[src/rtl/arith_defs.vh]
`ifndef ARITH_DEFS_VH
`define ARITH_DEFS_VH
// ---------------------------------------------------------------
// Special-register numbers
// ---------------------------------------------------------------
`define SPR_ARITH_STATUS   8'h84
`define SPR_BYTE_PTR_ALIAS 8'h85
`define SPR_SHIFT_ALIAS    8'h86
`define SPR_FLOAT_ENV      8'hA0
`define SPR_WHOLE_TRAPS    8'hA1
// ---------------------------------------------------------------
// Float environment fields
// ---------------------------------------------------------------
`define FE_FAST_BIT        8
`define FE_RND_HI          7
`define FE_RND_LO          6
`define FE_DIVZ_BIT        5
`define FE_INEX_BIT        4
`define FE_UNDF_BIT        3
`define FE_OVFL_BIT        2
`define FE_RSVD_BIT        1
`define FE_INVL_BIT        0
`define FE_WIDTH           9
`define FE_RESET           9'h000
// ---------------------------------------------------------------
// Whole-number trap mask fields
// ---------------------------------------------------------------
`define WT_DIV_OVF_BIT     1
`define WT_MUL_OVF_BIT     0
`define WT_RESET           2'h0
// ---------------------------------------------------------------
// Status word fields
// ---------------------------------------------------------------
`define ST_DF_BIT          11
`define ST_V_BIT           10
`define ST_N_BIT           9
`define ST_Z_BIT           8
`define ST_C_BIT           7
`define ST_BP_HI           6
`define ST_BP_LO           5
`define ST_FC_HI           4
`define ST_FC_LO           0
`define ST_WIDTH           12
`define ST_RESET           12'h000
// ---------------------------------------------------------------
// Round modes
// ---------------------------------------------------------------
`define RND_NEAREST        2'h0
`define RND_MINUS_INF      2'h1
`define RND_PLUS_INF       2'h2
`define RND_ZERO           2'h3
// ---------------------------------------------------------------
// ALU operation kinds
// ---------------------------------------------------------------
`define OP_ADD             3'h0
`define OP_ADDC            3'h1
`define OP_SUB             3'h2
`define OP_SUBC            3'h3
`define OP_LOGIC           3'h4
`define OP_MSTEP           3'h5
`define OP_DSTEP           3'h6
`define OP_DEND            3'h7
`endif

[src/rtl/arith_env_and_status_flags.v]
`include "arith_defs.vh"

module arith_env_and_status_flags (
   input  wire        sys_clk,          // Core clock
   input  wire        rst_n,            // Async reset, active low
   input  wire        spr_wr_en,        // Special-register move write
   input  wire [7:0]  spr_wr_num,       // Destination register number
   input  wire [31:0] spr_wr_data,      // Source word
   input  wire        spr_rd_en,        // Special-register move read
   input  wire [7:0]  spr_rd_num,       // Source register number
   output reg  [31:0] spr_rd_data,      // Read word, one cycle later
   input  wire        alu_valid,        // ALU operation this cycle
   input  wire [2:0]  alu_kind,         // Operation kind
   input  wire [31:0] alu_a,            // First operand
   input  wire [31:0] alu_b,            // Second operand
   input  wire [31:0] logic_result,     // Result of a logical op
   input  wire        ones_complement,  // Subtract with no carry-in
   input  wire        step_shift_in,    // Bit shifted in by a step
   input  wire        div_end_force,    // Divide end sets flag to 1
   output reg  [31:0] alu_result,       // Word written to register
   input  wire        ls_set_ptr,       // Load/store with set-pointer
   input  wire        endian_select,    // Byte-order configuration
   output wire [1:0]  byte_lane,        // Selected byte lane, 3 = MSB
   output wire        half_lane,        // Selected half, 1 = upper
   input  wire [31:0] funnel_hi,        // Upper funnel operand
   input  wire [31:0] funnel_lo,        // Lower funnel operand
   output reg  [31:0] funnel_out,       // Extracted word
   output wire        fast_float_en,    // Fast floating mode
   output wire [1:0]  round_mode_field, // Default rounding
   output wire        div_sub_sel,      // Next divide step subtracts
   input  wire        fp_exc_valid,     // Float exception report
   input  wire [5:0]  fp_exc_flags,     // Div0,inex,undf,ovfl,rsvd,invl
   output reg         fp_trap,          // Float exception trap pulse
   input  wire        int_div_valid,    // Integer divide finished
   input  wire        int_div_zero,     // Divisor was zero
   input  wire        int_div_ovf,      // Quotient overflowed 32 bits
   input  wire        int_mul_valid,    // Integer multiply finished
   input  wire        int_mul_ovf,      // Product overflowed 32 bits
   output reg         range_trap        // Out-of-range trap pulse
);

   // ------------------------------------------------------------
   // State
   // ------------------------------------------------------------
   reg [`FE_WIDTH-1:0] float_environment_r;
   reg [1:0]           whole_number_traps_r;
   reg [`ST_WIDTH-1:0] status_r;
   reg [`ST_WIDTH-1:0] status_nxt;

   // ------------------------------------------------------------
   // Functions
   // ------------------------------------------------------------
   // Word is all zero
   function is_zero;
      input [31:0] w;
      begin
         is_zero = (w == 32'h0000_0000);
      end
   endfunction

   // Register number decodes to the status word or one alias
   function hits;
      input [7:0] num;
      input [7:0] alias_num;
      begin
         hits = (num == `SPR_ARITH_STATUS) || (num == alias_num);
      end
   endfunction

   // A trap cause survives only while its mask bit is clear
   function gated;
      input cause;
      input mask;
      begin
         gated = cause & ~mask;
      end
   endfunction

   // ------------------------------------------------------------
   // Field views
   // ------------------------------------------------------------
   wire       divide_step_flag = status_r[`ST_DF_BIT];
   wire       carry_flag       = status_r[`ST_C_BIT];
   wire [1:0] byte_select_pointer = status_r[`ST_BP_HI:`ST_BP_LO];
   wire [4:0] shift_amount_field  = status_r[`ST_FC_HI:`ST_FC_LO];

   assign fast_float_en    = float_environment_r[`FE_FAST_BIT];
   assign round_mode_field =
      float_environment_r[`FE_RND_HI:`FE_RND_LO];
   // A set divide flag makes the next step subtract
   assign div_sub_sel      = divide_step_flag;

   // Big-endian counts byte 0 from the top lane
   assign byte_lane = endian_select ? byte_select_pointer
                                    : ~byte_select_pointer;
   assign half_lane = byte_lane[1];

   // ------------------------------------------------------------
   // Adder
   // ------------------------------------------------------------
   reg         sub_op;
   reg         carry_in;
   reg  [31:0] b_op;
   reg  [32:0] sum;
   reg  [31:0] written;
   reg         carry_top;

   // Subtract adds the complement of b; one's form drops the +1
   always @* begin
      sub_op   = 1'b0;
      carry_in = 1'b0;
      case (alu_kind)
         `OP_ADD:   carry_in = 1'b0;
         `OP_ADDC:  carry_in = carry_flag;
         `OP_SUB: begin
            sub_op   = 1'b1;
            carry_in = ~ones_complement;
         end
         `OP_SUBC: begin
            sub_op   = 1'b1;
            carry_in = carry_flag;
         end
         `OP_MSTEP: carry_in = 1'b0;
         `OP_DSTEP, `OP_DEND: begin
            sub_op   = divide_step_flag;
            carry_in = divide_step_flag;
         end
         default:   carry_in = 1'b0;
      endcase
      b_op      = sub_op ? ~alu_b : alu_b;
      sum       = {1'b0, alu_a} + {1'b0, b_op} + {32'h0, carry_in};
      // Carry into bit 31 recovered from the sum bit and both inputs
      carry_top = alu_a[31] ^ b_op[31] ^ sum[31];
      if (alu_kind == `OP_LOGIC)
         written = logic_result;
      else if (alu_kind == `OP_MSTEP || alu_kind == `OP_DSTEP)
         written = {sum[30:0], step_shift_in};
      else
         written = sum[31:0];
   end

   // ------------------------------------------------------------
   // Status word next value
   // ------------------------------------------------------------
   // Moves land first; a same-cycle ALU op then updates its flags,
   // so the instruction result is never lost behind a move.
   always @* begin
      status_nxt = status_r;
      if (spr_wr_en) begin
         if (spr_wr_num == `SPR_ARITH_STATUS)
            status_nxt = spr_wr_data[`ST_WIDTH-1:0];
         if (hits(spr_wr_num, `SPR_BYTE_PTR_ALIAS))
            status_nxt[`ST_BP_HI:`ST_BP_LO] =
               spr_wr_data[`ST_BP_HI:`ST_BP_LO];
         if (hits(spr_wr_num, `SPR_SHIFT_ALIAS))
            status_nxt[`ST_FC_HI:`ST_FC_LO] =
               spr_wr_data[`ST_FC_HI:`ST_FC_LO];
      end
      if (ls_set_ptr)
         status_nxt[`ST_BP_HI:`ST_BP_LO] =
            {~endian_select, ~endian_select};
      if (alu_valid) begin
         if (alu_kind == `OP_LOGIC) begin
            status_nxt[`ST_N_BIT] = logic_result[31];
            status_nxt[`ST_Z_BIT] = is_zero(logic_result);
         end else begin
            status_nxt[`ST_V_BIT] = sum[32] ^ carry_top;
            status_nxt[`ST_N_BIT] = sum[31];
            status_nxt[`ST_Z_BIT] = is_zero(written);
            status_nxt[`ST_C_BIT] = sum[32];
            if (alu_kind == `OP_DEND)
               status_nxt[`ST_DF_BIT] =
                  div_end_force | ~sum[32];
         end
      end
   end

   // ------------------------------------------------------------
   // Registers
   // ------------------------------------------------------------
   // Float environment and trap masks change only on whole moves
   always @(posedge sys_clk or negedge rst_n) begin
      if (!rst_n) begin
         status_r             <= `ST_RESET;
         float_environment_r  <= `FE_RESET;
         whole_number_traps_r <= `WT_RESET;
      end else begin
         status_r <= status_nxt;
         if (spr_wr_en && spr_wr_num == `SPR_FLOAT_ENV)
            float_environment_r <=
               spr_wr_data[`FE_WIDTH-1:0];
         if (spr_wr_en && spr_wr_num == `SPR_WHOLE_TRAPS)
            whole_number_traps_r <= spr_wr_data[1:0];
      end
   end

   // ------------------------------------------------------------
   // Read port
   // ------------------------------------------------------------
   // Narrow registers zero-extend; unmapped numbers read zero
   // Alias numbers show only their own field, at its status position
   always @(posedge sys_clk or negedge rst_n) begin
      if (!rst_n) begin
         spr_rd_data <= 32'h0000_0000;
      end else if (spr_rd_en) begin
         case (spr_rd_num)
            `SPR_ARITH_STATUS:
               spr_rd_data <= {20'h0_0000, status_r};
            `SPR_BYTE_PTR_ALIAS:
               spr_rd_data <= {25'h000_0000, byte_select_pointer, 5'h00};
            `SPR_SHIFT_ALIAS:
               spr_rd_data <= {27'h000_0000, shift_amount_field};
            `SPR_FLOAT_ENV:
               spr_rd_data <= {23'h00_0000, float_environment_r};
            `SPR_WHOLE_TRAPS:
               spr_rd_data <= {30'h0000_0000, whole_number_traps_r};
            default:
               spr_rd_data <= 32'h0000_0000;
         endcase
      end
   end

   // ------------------------------------------------------------
   // Result, funnel and traps
   // ------------------------------------------------------------
   // Funnel output refreshes every cycle from the current count, so
   // a count move shows one cycle after it lands
   wire [63:0] funnel_join  = {funnel_hi, funnel_lo};
   wire [63:0] funnel_shift = funnel_join << shift_amount_field;

   // Each float cause is dropped when its own mask bit is set; the
   // cause order on fp_exc_flags matches the mask bits, so the same
   // field positions index both. Masked causes leave no record here,
   // the sticky status is kept outside this block.
   wire fp_divz_live = gated(fp_exc_flags[`FE_DIVZ_BIT],
                             float_environment_r[`FE_DIVZ_BIT]);
   wire fp_inex_live = gated(fp_exc_flags[`FE_INEX_BIT],
                             float_environment_r[`FE_INEX_BIT]);
   wire fp_undf_live = gated(fp_exc_flags[`FE_UNDF_BIT],
                             float_environment_r[`FE_UNDF_BIT]);
   wire fp_ovfl_live = gated(fp_exc_flags[`FE_OVFL_BIT],
                             float_environment_r[`FE_OVFL_BIT]);
   wire fp_rsvd_live = gated(fp_exc_flags[`FE_RSVD_BIT],
                             float_environment_r[`FE_RSVD_BIT]);
   wire fp_invl_live = gated(fp_exc_flags[`FE_INVL_BIT],
                             float_environment_r[`FE_INVL_BIT]);
   wire fp_any_live  = fp_divz_live | fp_inex_live | fp_undf_live |
                       fp_ovfl_live | fp_rsvd_live | fp_invl_live;

   // Divide by zero traps whatever the overflow mask holds
   wire div_trap = int_div_valid &
                   (int_div_zero |
                    gated(int_div_ovf,
                          whole_number_traps_r[`WT_DIV_OVF_BIT]));
   wire mul_trap = int_mul_valid &
                   gated(int_mul_ovf,
                         whole_number_traps_r[`WT_MUL_OVF_BIT]);

   // Registered outputs keep the traps glitch-free toward control
   always @(posedge sys_clk or negedge rst_n) begin
      if (!rst_n) begin
         alu_result <= 32'h0000_0000;
         fp_trap    <= 1'b0;
         range_trap <= 1'b0;
      end else begin
         if (alu_valid)
            alu_result <= written;
         fp_trap    <= fp_exc_valid & fp_any_live;
         range_trap <= div_trap | mul_trap;
      end
   end

   // Funnel word is registered every cycle, not only on an extract
   always @(posedge sys_clk or negedge rst_n) begin
      if (!rst_n) begin
         funnel_out <= 32'h0000_0000;
      end else begin
         funnel_out <= funnel_shift[63:32];
      end
   end

endmodule // arith_env_and_status_flags

[config.mk]
export PLATFORM = sky130hd
export DESIGN_NAME = arith_env_and_status_flags
export DESIGN_NICKNAME = d
export VERILOG_FILES = /design/src/rtl/arith_env_and_status_flags.v
export VERILOG_INCLUDE_DIRS = /design/src /design/src/rtl
export SDC_FILE = /design/constraint.sdc
export NUM_CORES = 1
export LEC_CHECK = 0
export BUFFER_PORTS_ARGS = -buffer_cell sky130_fd_sc_hd__buf_2
export CAP_MARGIN = 30
export CORE_MARGIN = 5
export CORE_UTILIZATION = 56
export DETAILED_ROUTE_END_ITERATION = 6
export GPL_ROUTABILITY_DRIVEN = 0
export PLACE_DENSITY = 0.95
export RECOVER_POWER = 100
export SYNTH_ARGS = -nofsm -noshare
export SYNTH_HDL_FRONTEND = slang
export SYNTH_SLANG_ARGS = --single-unit
[constraint.sdc]
create_clock -name sys_clk -period 12.68 [get_ports sys_clk]
set_clock_uncertainty 0.1 [all_clocks]
set_input_delay 0.634 -clock sys_clk [delete_from_list [all_inputs] [get_ports sys_clk]]
set_output_delay 0.634 -clock sys_clk [all_outputs]
set_load 0.02 [all_outputs]
# Yosys cells after proc, flatten, opt, wreduce, memory -nomap -nowiden
# Cells that the tools add are included.
# word_totals
elab_cells	101
input_bits	233
out_inout_bits	105
regBits	121
# op_classes
n_addsub	2
reduce_logical	18
n_bitwise	35
mux	17
shifts	1
eq_ne	17
# ops
operator	count
32-bit two-way mux	3
8-bit equality test (second input constant)	10
32-bit zero test	2
64-bit by 5-bit left shift with 64-bit output	1
12-bit case mux with 5 select lines	1
32-bit by 32-bit adder with 33-bit output	1
33-bit by 1-bit adder with 33-bit output	1
32-bit inverter	1
12-bit two-way mux	2
3-bit equality test (second input constant)	4
1-bit bitwise AND	11
1-bit inverter	11
2-bit two-way mux	5
5-bit two-way mux	2
1-bit bitwise OR	8
2-bit nonzero test	4
3-bit by 2-bit equality test with 1-bit output (second input constant)	2
2-bit AND reduction	3
2-bit OR reduction	3
3-bit by 1-bit equality test with 1-bit output (second input constant)	1
1-bit logical OR	3
1-bit case mux with 3 select lines	1
3-bit nonzero test	1
1-bit bitwise XOR	3
4 further kinds	6

# Logic depth before layout (Yosys ltp)
# Gate-level depths: netlist of run 1.
# depth
depth_word	11
mapped_depth	18
depth_no_buf	17

# Worst setup path before layout of run 1
# OpenSTA, ideal clock, no wires.
# synth_path
kind	input port to flip-flop
start	input port alu_kind[1]
end	register status_r[8]
t_arrival_ps	4136
stages	17
t_required_ps	12488
setup_ps	92
n_path_buf	3
path_slack_ps	8352
cell_sequence	buf_2 -> o21ai_1 -> clkbuf_1 -> xnor2_1 -> ha_1 -> o21a_1 -> o31a_1 -> buf_6 -> o31a_4 -> a211oi_2 -> o31ai_1 -> xor2_1 -> o221a_1 -> a2111oi_2 -> and4bb_1 -> nand4b_1 -> o31ai_2
# synth_via
elab_chain_len	11
elab_cells_between_ends	21
cone_classes	add/sub: 2; eq/ne: 7; mux: 7; reduce/logical: 5
# synth_rtl
item	line_no	rtl
start, declared	arith_env_and_status_flags.v:13	input wire [2:0] alu_kind,
3-bit equality test or 3-bit by 2-bit equality test with 1-bit output (tied branches)	arith_env_and_status_flags.v:112	case (alu_kind)
2-bit OR reduction (on tied branches)	n/a	
1-bit case mux with 2 select lines	arith_env_and_status_flags.v:112	
32-bit two-way mux	arith_env_and_status_flags.v:130	b_op = sub_op ? ~alu_b : alu_b;
32-bit by 32-bit adder with 33-bit output	arith_env_and_status_flags.v:131	sum = {1'b0, alu_a} + {1'b0, b_op} + {32'h0, carry_in};
33-bit by 1-bit adder with 33-bit output	arith_env_and_status_flags.v:131	
32-bit two-way mux	arith_env_and_status_flags.v:136	else if (alu_kind == `OP_MSTEP || alu_kind == `OP_DSTEP)
32-bit two-way mux	arith_env_and_status_flags.v:134	if (alu_kind == `OP_LOGIC)
32-bit zero test	arith_env_and_status_flags.v:57	is_zero = (w == 32'h0000_0000);
2-bit two-way mux *	arith_env_and_status_flags.v:163	if (alu_kind == `OP_LOGIC) begin
5-bit two-way mux *	arith_env_and_status_flags.v:162	if (alu_valid) begin
end signal, assigned	arith_env_and_status_flags.v:184	status_r <= `ST_RESET;
end signal, assigned	arith_env_and_status_flags.v:188	status_r <= status_nxt;
end, declared	arith_env_and_status_flags.v:47	reg [`ST_WIDTH-1:0] status_r;
# Mark *: on every way between the ends. The rest lies on a longest branch, timed or not.
# A chain may end at the register's enable or synchronous reset.

# Worst setup path after layout of run 1
# layout_path
start	input port alu_kind[2]
end	register status_r[8]
# The elaborated chain is that of the path after synthesis.

==> run summary, run 1 <==
status -> complete, but fails checks
failing checks -> design-rule violations, max-capacitance violations, max-slew violations
PortBufs -> 296
Post-Syn Area per Cell -> 8.37 um^2
Seq/Total Area, Yosys -> 25.8%
postcts setup bufs -> 0
FFs w/ async S/R, synth -> 100%
clock-pin slew on the worst setup and hold paths -> 0.07 ns
CTS Buf Count -> 9
Via density -> 6.39
GRT Residual Overflow -> 0
cell count of the worst reg-to-reg path -> 16
maxcap violations -> 5
Residual DRC -> 14
slowest stage delay, CP -> 1.62 ns
diodes inserted -> 0
initial core utilization -> 56.8%
final hold violation count -> 0
CP bufs+invs -> 3
DR iter-0 viols -> 1194
most frequent cells in the layout -> 208 x buf_2, 146 x nand2_1, 103 x nor2_1
Synth Flop Type -> dfrtp_1
Top delay family on crit path -> buffers and inverters
YS warnings -> 0
cts-stage hold buffer count -> 0
critical path cell sequence -> clkbuf_1 > inv_1 > o21ai_4 > clkbuf_1 > xor2_1 > fa_1 > fa_1 > nand2b_1 > a21oi_1 > o2111ai_1 > a211oi_1 > and3_1 > a211oi_1 > nor4_1 > nand4_1 > nor4_1 > nand4b_1 > o31ai_1
Hold Path Class -> flop to flop
Worst EP required -> 12.82 ns
chip width -> 142 um
worst slew pin tran -> 3.09 ns
Post-Route WL -> 32300 um
Netlist cell types -> 80
Avg WL per Cell -> 19.7 um
pre-CTS setup slack -> 7.06 ns
Core Box Area -> 0.0172 mm^2
Fin Setup TNS -> 0 ns
simple-gate area share of the yosys netlist -> 17.4%
Setup crit end kind -> flop
# clock sinks -> 101
Max transition margin -> -106%
Detailed Place HPWL -> 25900 um
highest-delay cell along the critical path -> clkbuf_1
Post-layout nets -> 1670
Clk Latency, worst-skew pair -> 0.34 ns
Crit Path Max Fanout -> 33
Power Dens Cells -> 135 mW/mm^2
Clk pwr share -> 17.7%
Area after DPL -> 0.0113 mm^2
post-cts resize count -> 0
commonest non-fill, non-tap cell in the layout -> buf_2
Routed Antenna Nets -> 0
synth top area cells -> dfrtp_1 26%, mux4_2 6.9%, mux2i_1 6.2%, nand2_1 5.6%, mux2_2 5.3%
Top Ports -> 338
Util after Layout -> 66.2%
first-pass GRT wire length -> 49100 um
Area Growth Syn to Fin -> 16.4%
Flop pwr share -> 28.7%
critical path depth in cells -> 18
switching power -> 691 uW
Pre-antenna DRT Iters -> 7
switch share -> 45.0%
clock tree buffer depth -> 2
CTS Root Cell -> clkbuf_16
mapped cell area -> 0.00980 mm^2
max-slew violations -> 233
leakage power figure -> 4.87 nW
dpl cells -> 1618
Final Cell Area -> 0.0114 mm^2
post-synthesis mux area share -> 18.4%
Rows -> 48
Post-synth EDFFs -> 0
Fmax achieved -> 132 MHz
# setup viols final -> 0
Synth Register Bits -> 101
overall power -> 1.54 mW
DR vias -> 10400
Die Ht -> 142 um
Logic pwr share -> 53.5%
initial antenna violation count -> 2
unrepaired setup endpoints after global routing -> no
Synth Instances -> 1171
min Tclk post-route -> 7.55 ns
main combinational cell family by area after synthesis -> compound AO/OA/AOI/OAI gates
Worst setup SP type -> input pin
Worst EP arrival -> 7.68 ns
hold slack -> 0.385 ns
Synth Area in XOR/XNOR -> 5.27%
Yosys top cell by area -> dfrtp_1
Die ar. -> 0.0202 mm^2
adder-cell area share of the yosys netlist -> 4.37%
Final WS setup -> 5.13 ns
Final Cycle Share -> 59.5%
CTS tree -> done
Max IR drop VDD -> 74.4 uV
P_int -> 846 uW
GRT Overall Usage -> 30.1%
largest net degree at the start of global routing -> 70
CTS H-Tree Depth -> 3
crit path kind -> input pin to flop
post-synthesis compound-gate area fraction -> 22.2%
share of cells above drive strength 1 -> 22.9%
top-area cell type share of the netlist area -> 25.8%
vias in the first global route -> 9865
Post-Layout Cell Count -> 1634
Hold Path Cell Cnt -> 2
[worst paths after layout]
path | startpoint | to | slack, ns
worst min-delay path | alu_result[24] | alu_result[24] | 0.38
worst min register to register | alu_result[24] | alu_result[24] | 0.38
worst max register to register | status_r[11] | status_r[8] | 5.61
min in group asynchronous | rst_n | alu_result[10] | 0.89
max in group asynchronous | rst_n | status_r[1] | 7.51
worst max-delay path | alu_kind[2] | status_r[8] | 5.13
[sequential cells by signal (all words and copies together), names as in the netlist]
| signal | flops |
|---|---|
| alu_result | 32 |
| funnel_out | 32 |
| spr_rd_data | 12 |
| status_r | 12 |
| float_environment_r | 9 |
| whole_number_traps_r | 2 |
| fp_trap | 1 |
| range_trap | 1 |
[area by class of cell]
class	count	area (um^2)
Clock inverter	5	38.8
Clock buffer	11	253
Inverter	34	128
Tap cell	225	282
Timing Repair Buffer	310	1470
Fill cell	1390	5830
Multi-Input combinational cell	948	6700
Sequential cell	101	2530
[kinds of logic (layout without fill, tap and decap cells)]
group,count (synthesis),count (layout)
AOI/OAI and AO/OA,325,325
xor gates and xnor gates,59,59
adders and majority gates,33,33
buffers and inverters,141,360
DFF,101,101
muxes,137,137
other,1,20
and+or+nand+nor,374,374
[power by group through the flow]
stage / clock [mW] / combinational [mW] / sequential, mW
floorplan: 0 / 0.496 / 0.515
global placement: 0 / 0.796 / 0.441
detailed placement: 0 / 0.823 / 0.444
CTS: 0.277 / 0.826 / 0.439
global route: 0.290 / 0.885 / 0.447
finish: 0.273 / 0.822 / 0.441
[layer usage]
layer / wire [um] / track usage [%] / part of all wire (%) / vias up
li1: - / - / - / 4724
met5: 21 / 0 / 0.065 / -
met1: 11700 / 37.4 / 36 / 4772
met4: 1580 / 13.8 / 4.9 / 4
met2: 15200 / 50.3 / 47 / 790
met3: 3770 / 6.49 / 12 / 158
[worst min-delay path, delay by kind of cell (launching register included)]
kind               cells  cell delay [ns]
and+or+nand+nor        1             0.05
AOI/OAI and AO/OA      1             0.05
DFF                    1             0.35
[cell usage after synthesis, types with 22 or more instances]
library cell and instances:
xnor2_1 48, o211ai_1 22, buf_4 23, nor3_1 23, inv_1 33, nand2_1 146, nor2_1 103, dfrtp_1 101
clkbuf_1 65, mux4_2 30, mux2i_1 61, mux2_2 46, ha_1 31, a21oi_1 66, o21ai_0 63
Power figures use the tool's default switching activity.
==> run 2: changes to the inputs <==
ABC_AREA = 1   (was not set)
CORE_UTILIZATION = 53   (was 56)
PLACE_DENSITY = 0.91   (was 0.95)
clock period = 7 ns   (was 12.68 ns; I/O delays follow)
==> run summary, run 2 <==
max-slew violations -> 283 (+21%)
synth top area cells -> dfrtp_1 24%, nand2_1 19%, nand3_1 9.0%, o21ai_0 7.4%, inv_1 7.1%
Hold Path Cell Cnt -> 3 (+1)
slowest stage delay, CP -> 1.59 ns (-0.03 ns)
overall power -> 2.58 mW (+68%)
Post-Syn Area per Cell -> 6.11 um^2 (-27%)
GRT Residual Overflow -> 0 (unchanged)
Worst setup SP type -> flop
first-pass GRT wire length -> 52900 um (+7.8%)
# clock sinks -> 101 (unchanged)
DR vias -> 12400 (+18%)
FFs w/ async S/R, synth -> 100% (unchanged)
worst reg-to-reg setup slack -> 2.62 ns (-2.99 ns)
Hold Path Class -> input pin to flop
Detailed Place HPWL -> 27200 um (+5.1%)
most instantiated cells after synthesis -> 532 x nand2_1, 198 x inv_1, 188 x nand3_1
DR iter-0 viols -> 1242 (+4.0%)
Netlist cell types -> 49 (-39%)
Worst EP arrival -> 4.46 ns (-3.22 ns)
Post-Route WL -> 34200 um (+5.9%)
Max IR drop VDD -> 147 uV (+98%)
worst slew pin tran -> 2.46 ns (-0.630 ns)
CTS Buf Count -> 9 (unchanged)
most frequent cells in the layout -> 535 x nand2_1, 210 x buf_2, 200 x inv_1
Routed Antenna Nets -> 0 (unchanged)
Synth Instances -> 1706 (+46%)
Post-layout nets -> 2208 (+32%)
GRT Overall Usage -> 28.9% (-1.2 points)
Seq/Total Area, Yosys -> 24.2% (-1.6 points)
R2R Path End -> funnel_out[28]
Synth Register Bits -> 101 (unchanged)
Top Ports -> 338 (unchanged)
GR Util met3 -> 5.54% (-0.95 points)
critical path depth in cells -> 7 (-11)
mapped cell area -> 0.0104 mm^2 (+6.5%)
PortBufs -> 296 (unchanged)
# setup viols final -> 0 (unchanged)
unrepaired setup endpoints after global routing -> no
P_int -> 1.41 mW (+66%)
worst hold start -> fp_exc_valid
Clk pwr share -> 21.5% (+3.8 points)
Core Box Area -> 0.0194 mm^2 (+13%)
clock-pin slew on the worst setup and hold paths -> 0.07 ns (about the same)
Area after DPL -> 0.0119 mm^2 (+5.6%)
Avg WL per Cell -> 15.4 um (-22%)
maxcap violations -> 5 (unchanged)
switch share -> 45.4% (+0.46 points)
YS warnings -> 0 (unchanged)
Final Cycle Share -> 62.6%
Rows -> 51 (+6.3%)
Yosys top cell by area -> dfrtp_1
highest-delay cell along the critical path -> clkbuf_1
grt peak-use layer -> met2
largest net degree at the start of global routing -> 66 (-5.7%)
Die Ht -> 150 um (+5.6%)
largest registers -> alu_result: 32 flops, funnel_out: 32 flops
Final Cell Area -> 0.0121 mm^2 (+6.2%)
Setup crit end kind -> flop
CTS tree -> done
Flop pwr share -> 29.0% (+0.3 points)
commonest non-fill, non-tap cell in the layout -> nand2_1
switching power -> 1.17 mW (+69%)
leakage power figure -> 6.43 nW (+32%)
CP bufs+invs -> 3 (unchanged)
Pre-antenna DRT Iters -> 7 (unchanged)
final hold violation count -> 0 (unchanged)
most frequent cell after synthesis -> nand2_1
CTS Root Cell -> clkbuf_16
Fillers -> 1859 (+34%)
worst reg2reg path startpoint -> status_r[2]
cell count of the worst reg-to-reg path -> 7 (-9)
Clk Latency, worst-skew pair -> 0.35 ns (about the same)
critical path cell sequence -> clkbuf_1 > inv_1 > clkbuf_1 > o21ai_0 > a21oi_1 > o311ai_0 > o21ai_0
hold slack -> 0.0995 ns (-0.285 ns)
failing checks -> max-capacitance violations, max-slew violations
Via density -> 5.59 (-13%)
grt met2 use -> 47.5% (-2.8 points)
chip width -> 150 um (+5.6%)
Crit Path Max Fanout -> 58 (+76%)
status -> complete, but fails checks
Top delay family on crit path -> buffers and inverters
initial core utilization -> 53.8% (-3.1 points)
clock tree buffer depth -> 2 (unchanged)
Synth Flop Type -> dfrtp_1
Area Growth Syn to Fin -> 16.1%
Worst EP required -> 7.09 ns (-5.73 ns)
Post-synth EDFFs -> 0 (unchanged)
Die ar. -> 0.0226 mm^2 (+12%)
M1 GR Usage -> 38.2% (+0.79 points)
Util after Layout -> 62.4% (-3.7 points)
Residual DRC -> 0 (-14)
top-area cell type share of the netlist area -> 24.2% (-1.6 points)
Logic pwr share -> 49.5% (-4.0 points)
vias in the first global route -> 11000 (+11%)
Hold EP -> fp_trap
min Tclk post-route -> 4.38 ns
share of cells above drive strength 1 -> 15.8% (-7.1 points)
Fin Setup TNS -> 0 ns (unchanged)
crit path kind -> flop to flop
Power Dens Cells -> 213 mW/mm^2 (+58%)
Fmax achieved -> 228 MHz
CTS H-Tree Depth -> 3 (unchanged)
initial antenna violation count -> 1 (-1)
Max transition margin -> -64.2% (+42 points)
run 2: worst register-to-register path, cell delays in order, from the launching register on:
cell	delay [ns]
dfrtp_1	0.33
clkbuf_1	1.59
inv_1	0.10
clkbuf_1	0.84
o21ai_0	0.32
a21oi_1	0.08
o311ai_0	0.68
o21ai_0	0.18
run 2: logic make-up (layout without fill, tap and decap cells):
logic type | after synthesis | in the layout | synth area share, %
other cells | 1 | 21 | 0.0359
xor+xnor | 38 | 38 | 3.19
flops | 101 | 101 | 24.2
simple gates | 912 | 912 | 37.8
buf+inv | 308 | 530 | 12.4
fa+ha+maj | 33 | 33 | 4.10
compound gates | 278 | 278 | 14.8
mux | 35 | 35 | 3.47
run 2: repair_timing:
item / 4_1_cts / 5_1_grt
hold endpoints to repair: 45 / 0
setup buffers: 0 / 0
resized for setup: 0 / 0
hold buffers: 1 / 0
run 2: layer usage:
metal | vias to the layer above | routed length (um)
li1 | 5983 | -
met1 | 5499 | 13600
met5 | - | 13
met3 | 106 | 3770
met2 | 788 | 15800
met4 | 2 | 1060
run 2: layout make-up:
type	count	area [um^2]	area share, %
clock buffer	9	225	1.86
sequential	101	2530	20.9
multi-input combinational	1316	6670	55.1
timing repair buffer	306	1480	12.2
tap	265	332	2.74
antenna	1	2.50	0.0207
clock inverter	7	96.3	0.796
inverter	208	781	6.45
run 2: per-stage QoR:
step	setup slack [ns]	std cells
floorplan	3.88	1725
global placement	3.02	2193
detailed placement	2.88	2194
CTS	2.88	2211
global route	2.31	2212
finish	2.62	2213
run 2: how the worst max path moves through the flow:
| stage | startpoint | end | slack (ns) |
|---|---|---|---|
| after floorplan | status_r[11] | status_r[8] | 3.88 |
| after global placement | alu_kind[2] | status_r[8] | 3.02 |
| after detailed placement | alu_kind[2] | status_r[8] | 2.88 |
| after CTS | status_r[11] | status_r[8] | 2.88 |
| after global routing | status_r[2] | funnel_out[16] | 2.31 |
| final | status_r[2] | funnel_out[28] | 2.62 |
run 2: power groups by stage:
stage | logic (mW) | clock network [mW] | registers [mW]
after floorplan | 0.802 | 0 | 0.837
after global routing | 1.41 | 0.587 | 0.754
final | 1.28 | 0.555 | 0.746
after global placement | 1.23 | 0 | 0.756
after CTS | 1.27 | 0.560 | 0.749
after detailed placement | 1.27 | 0 | 0.758
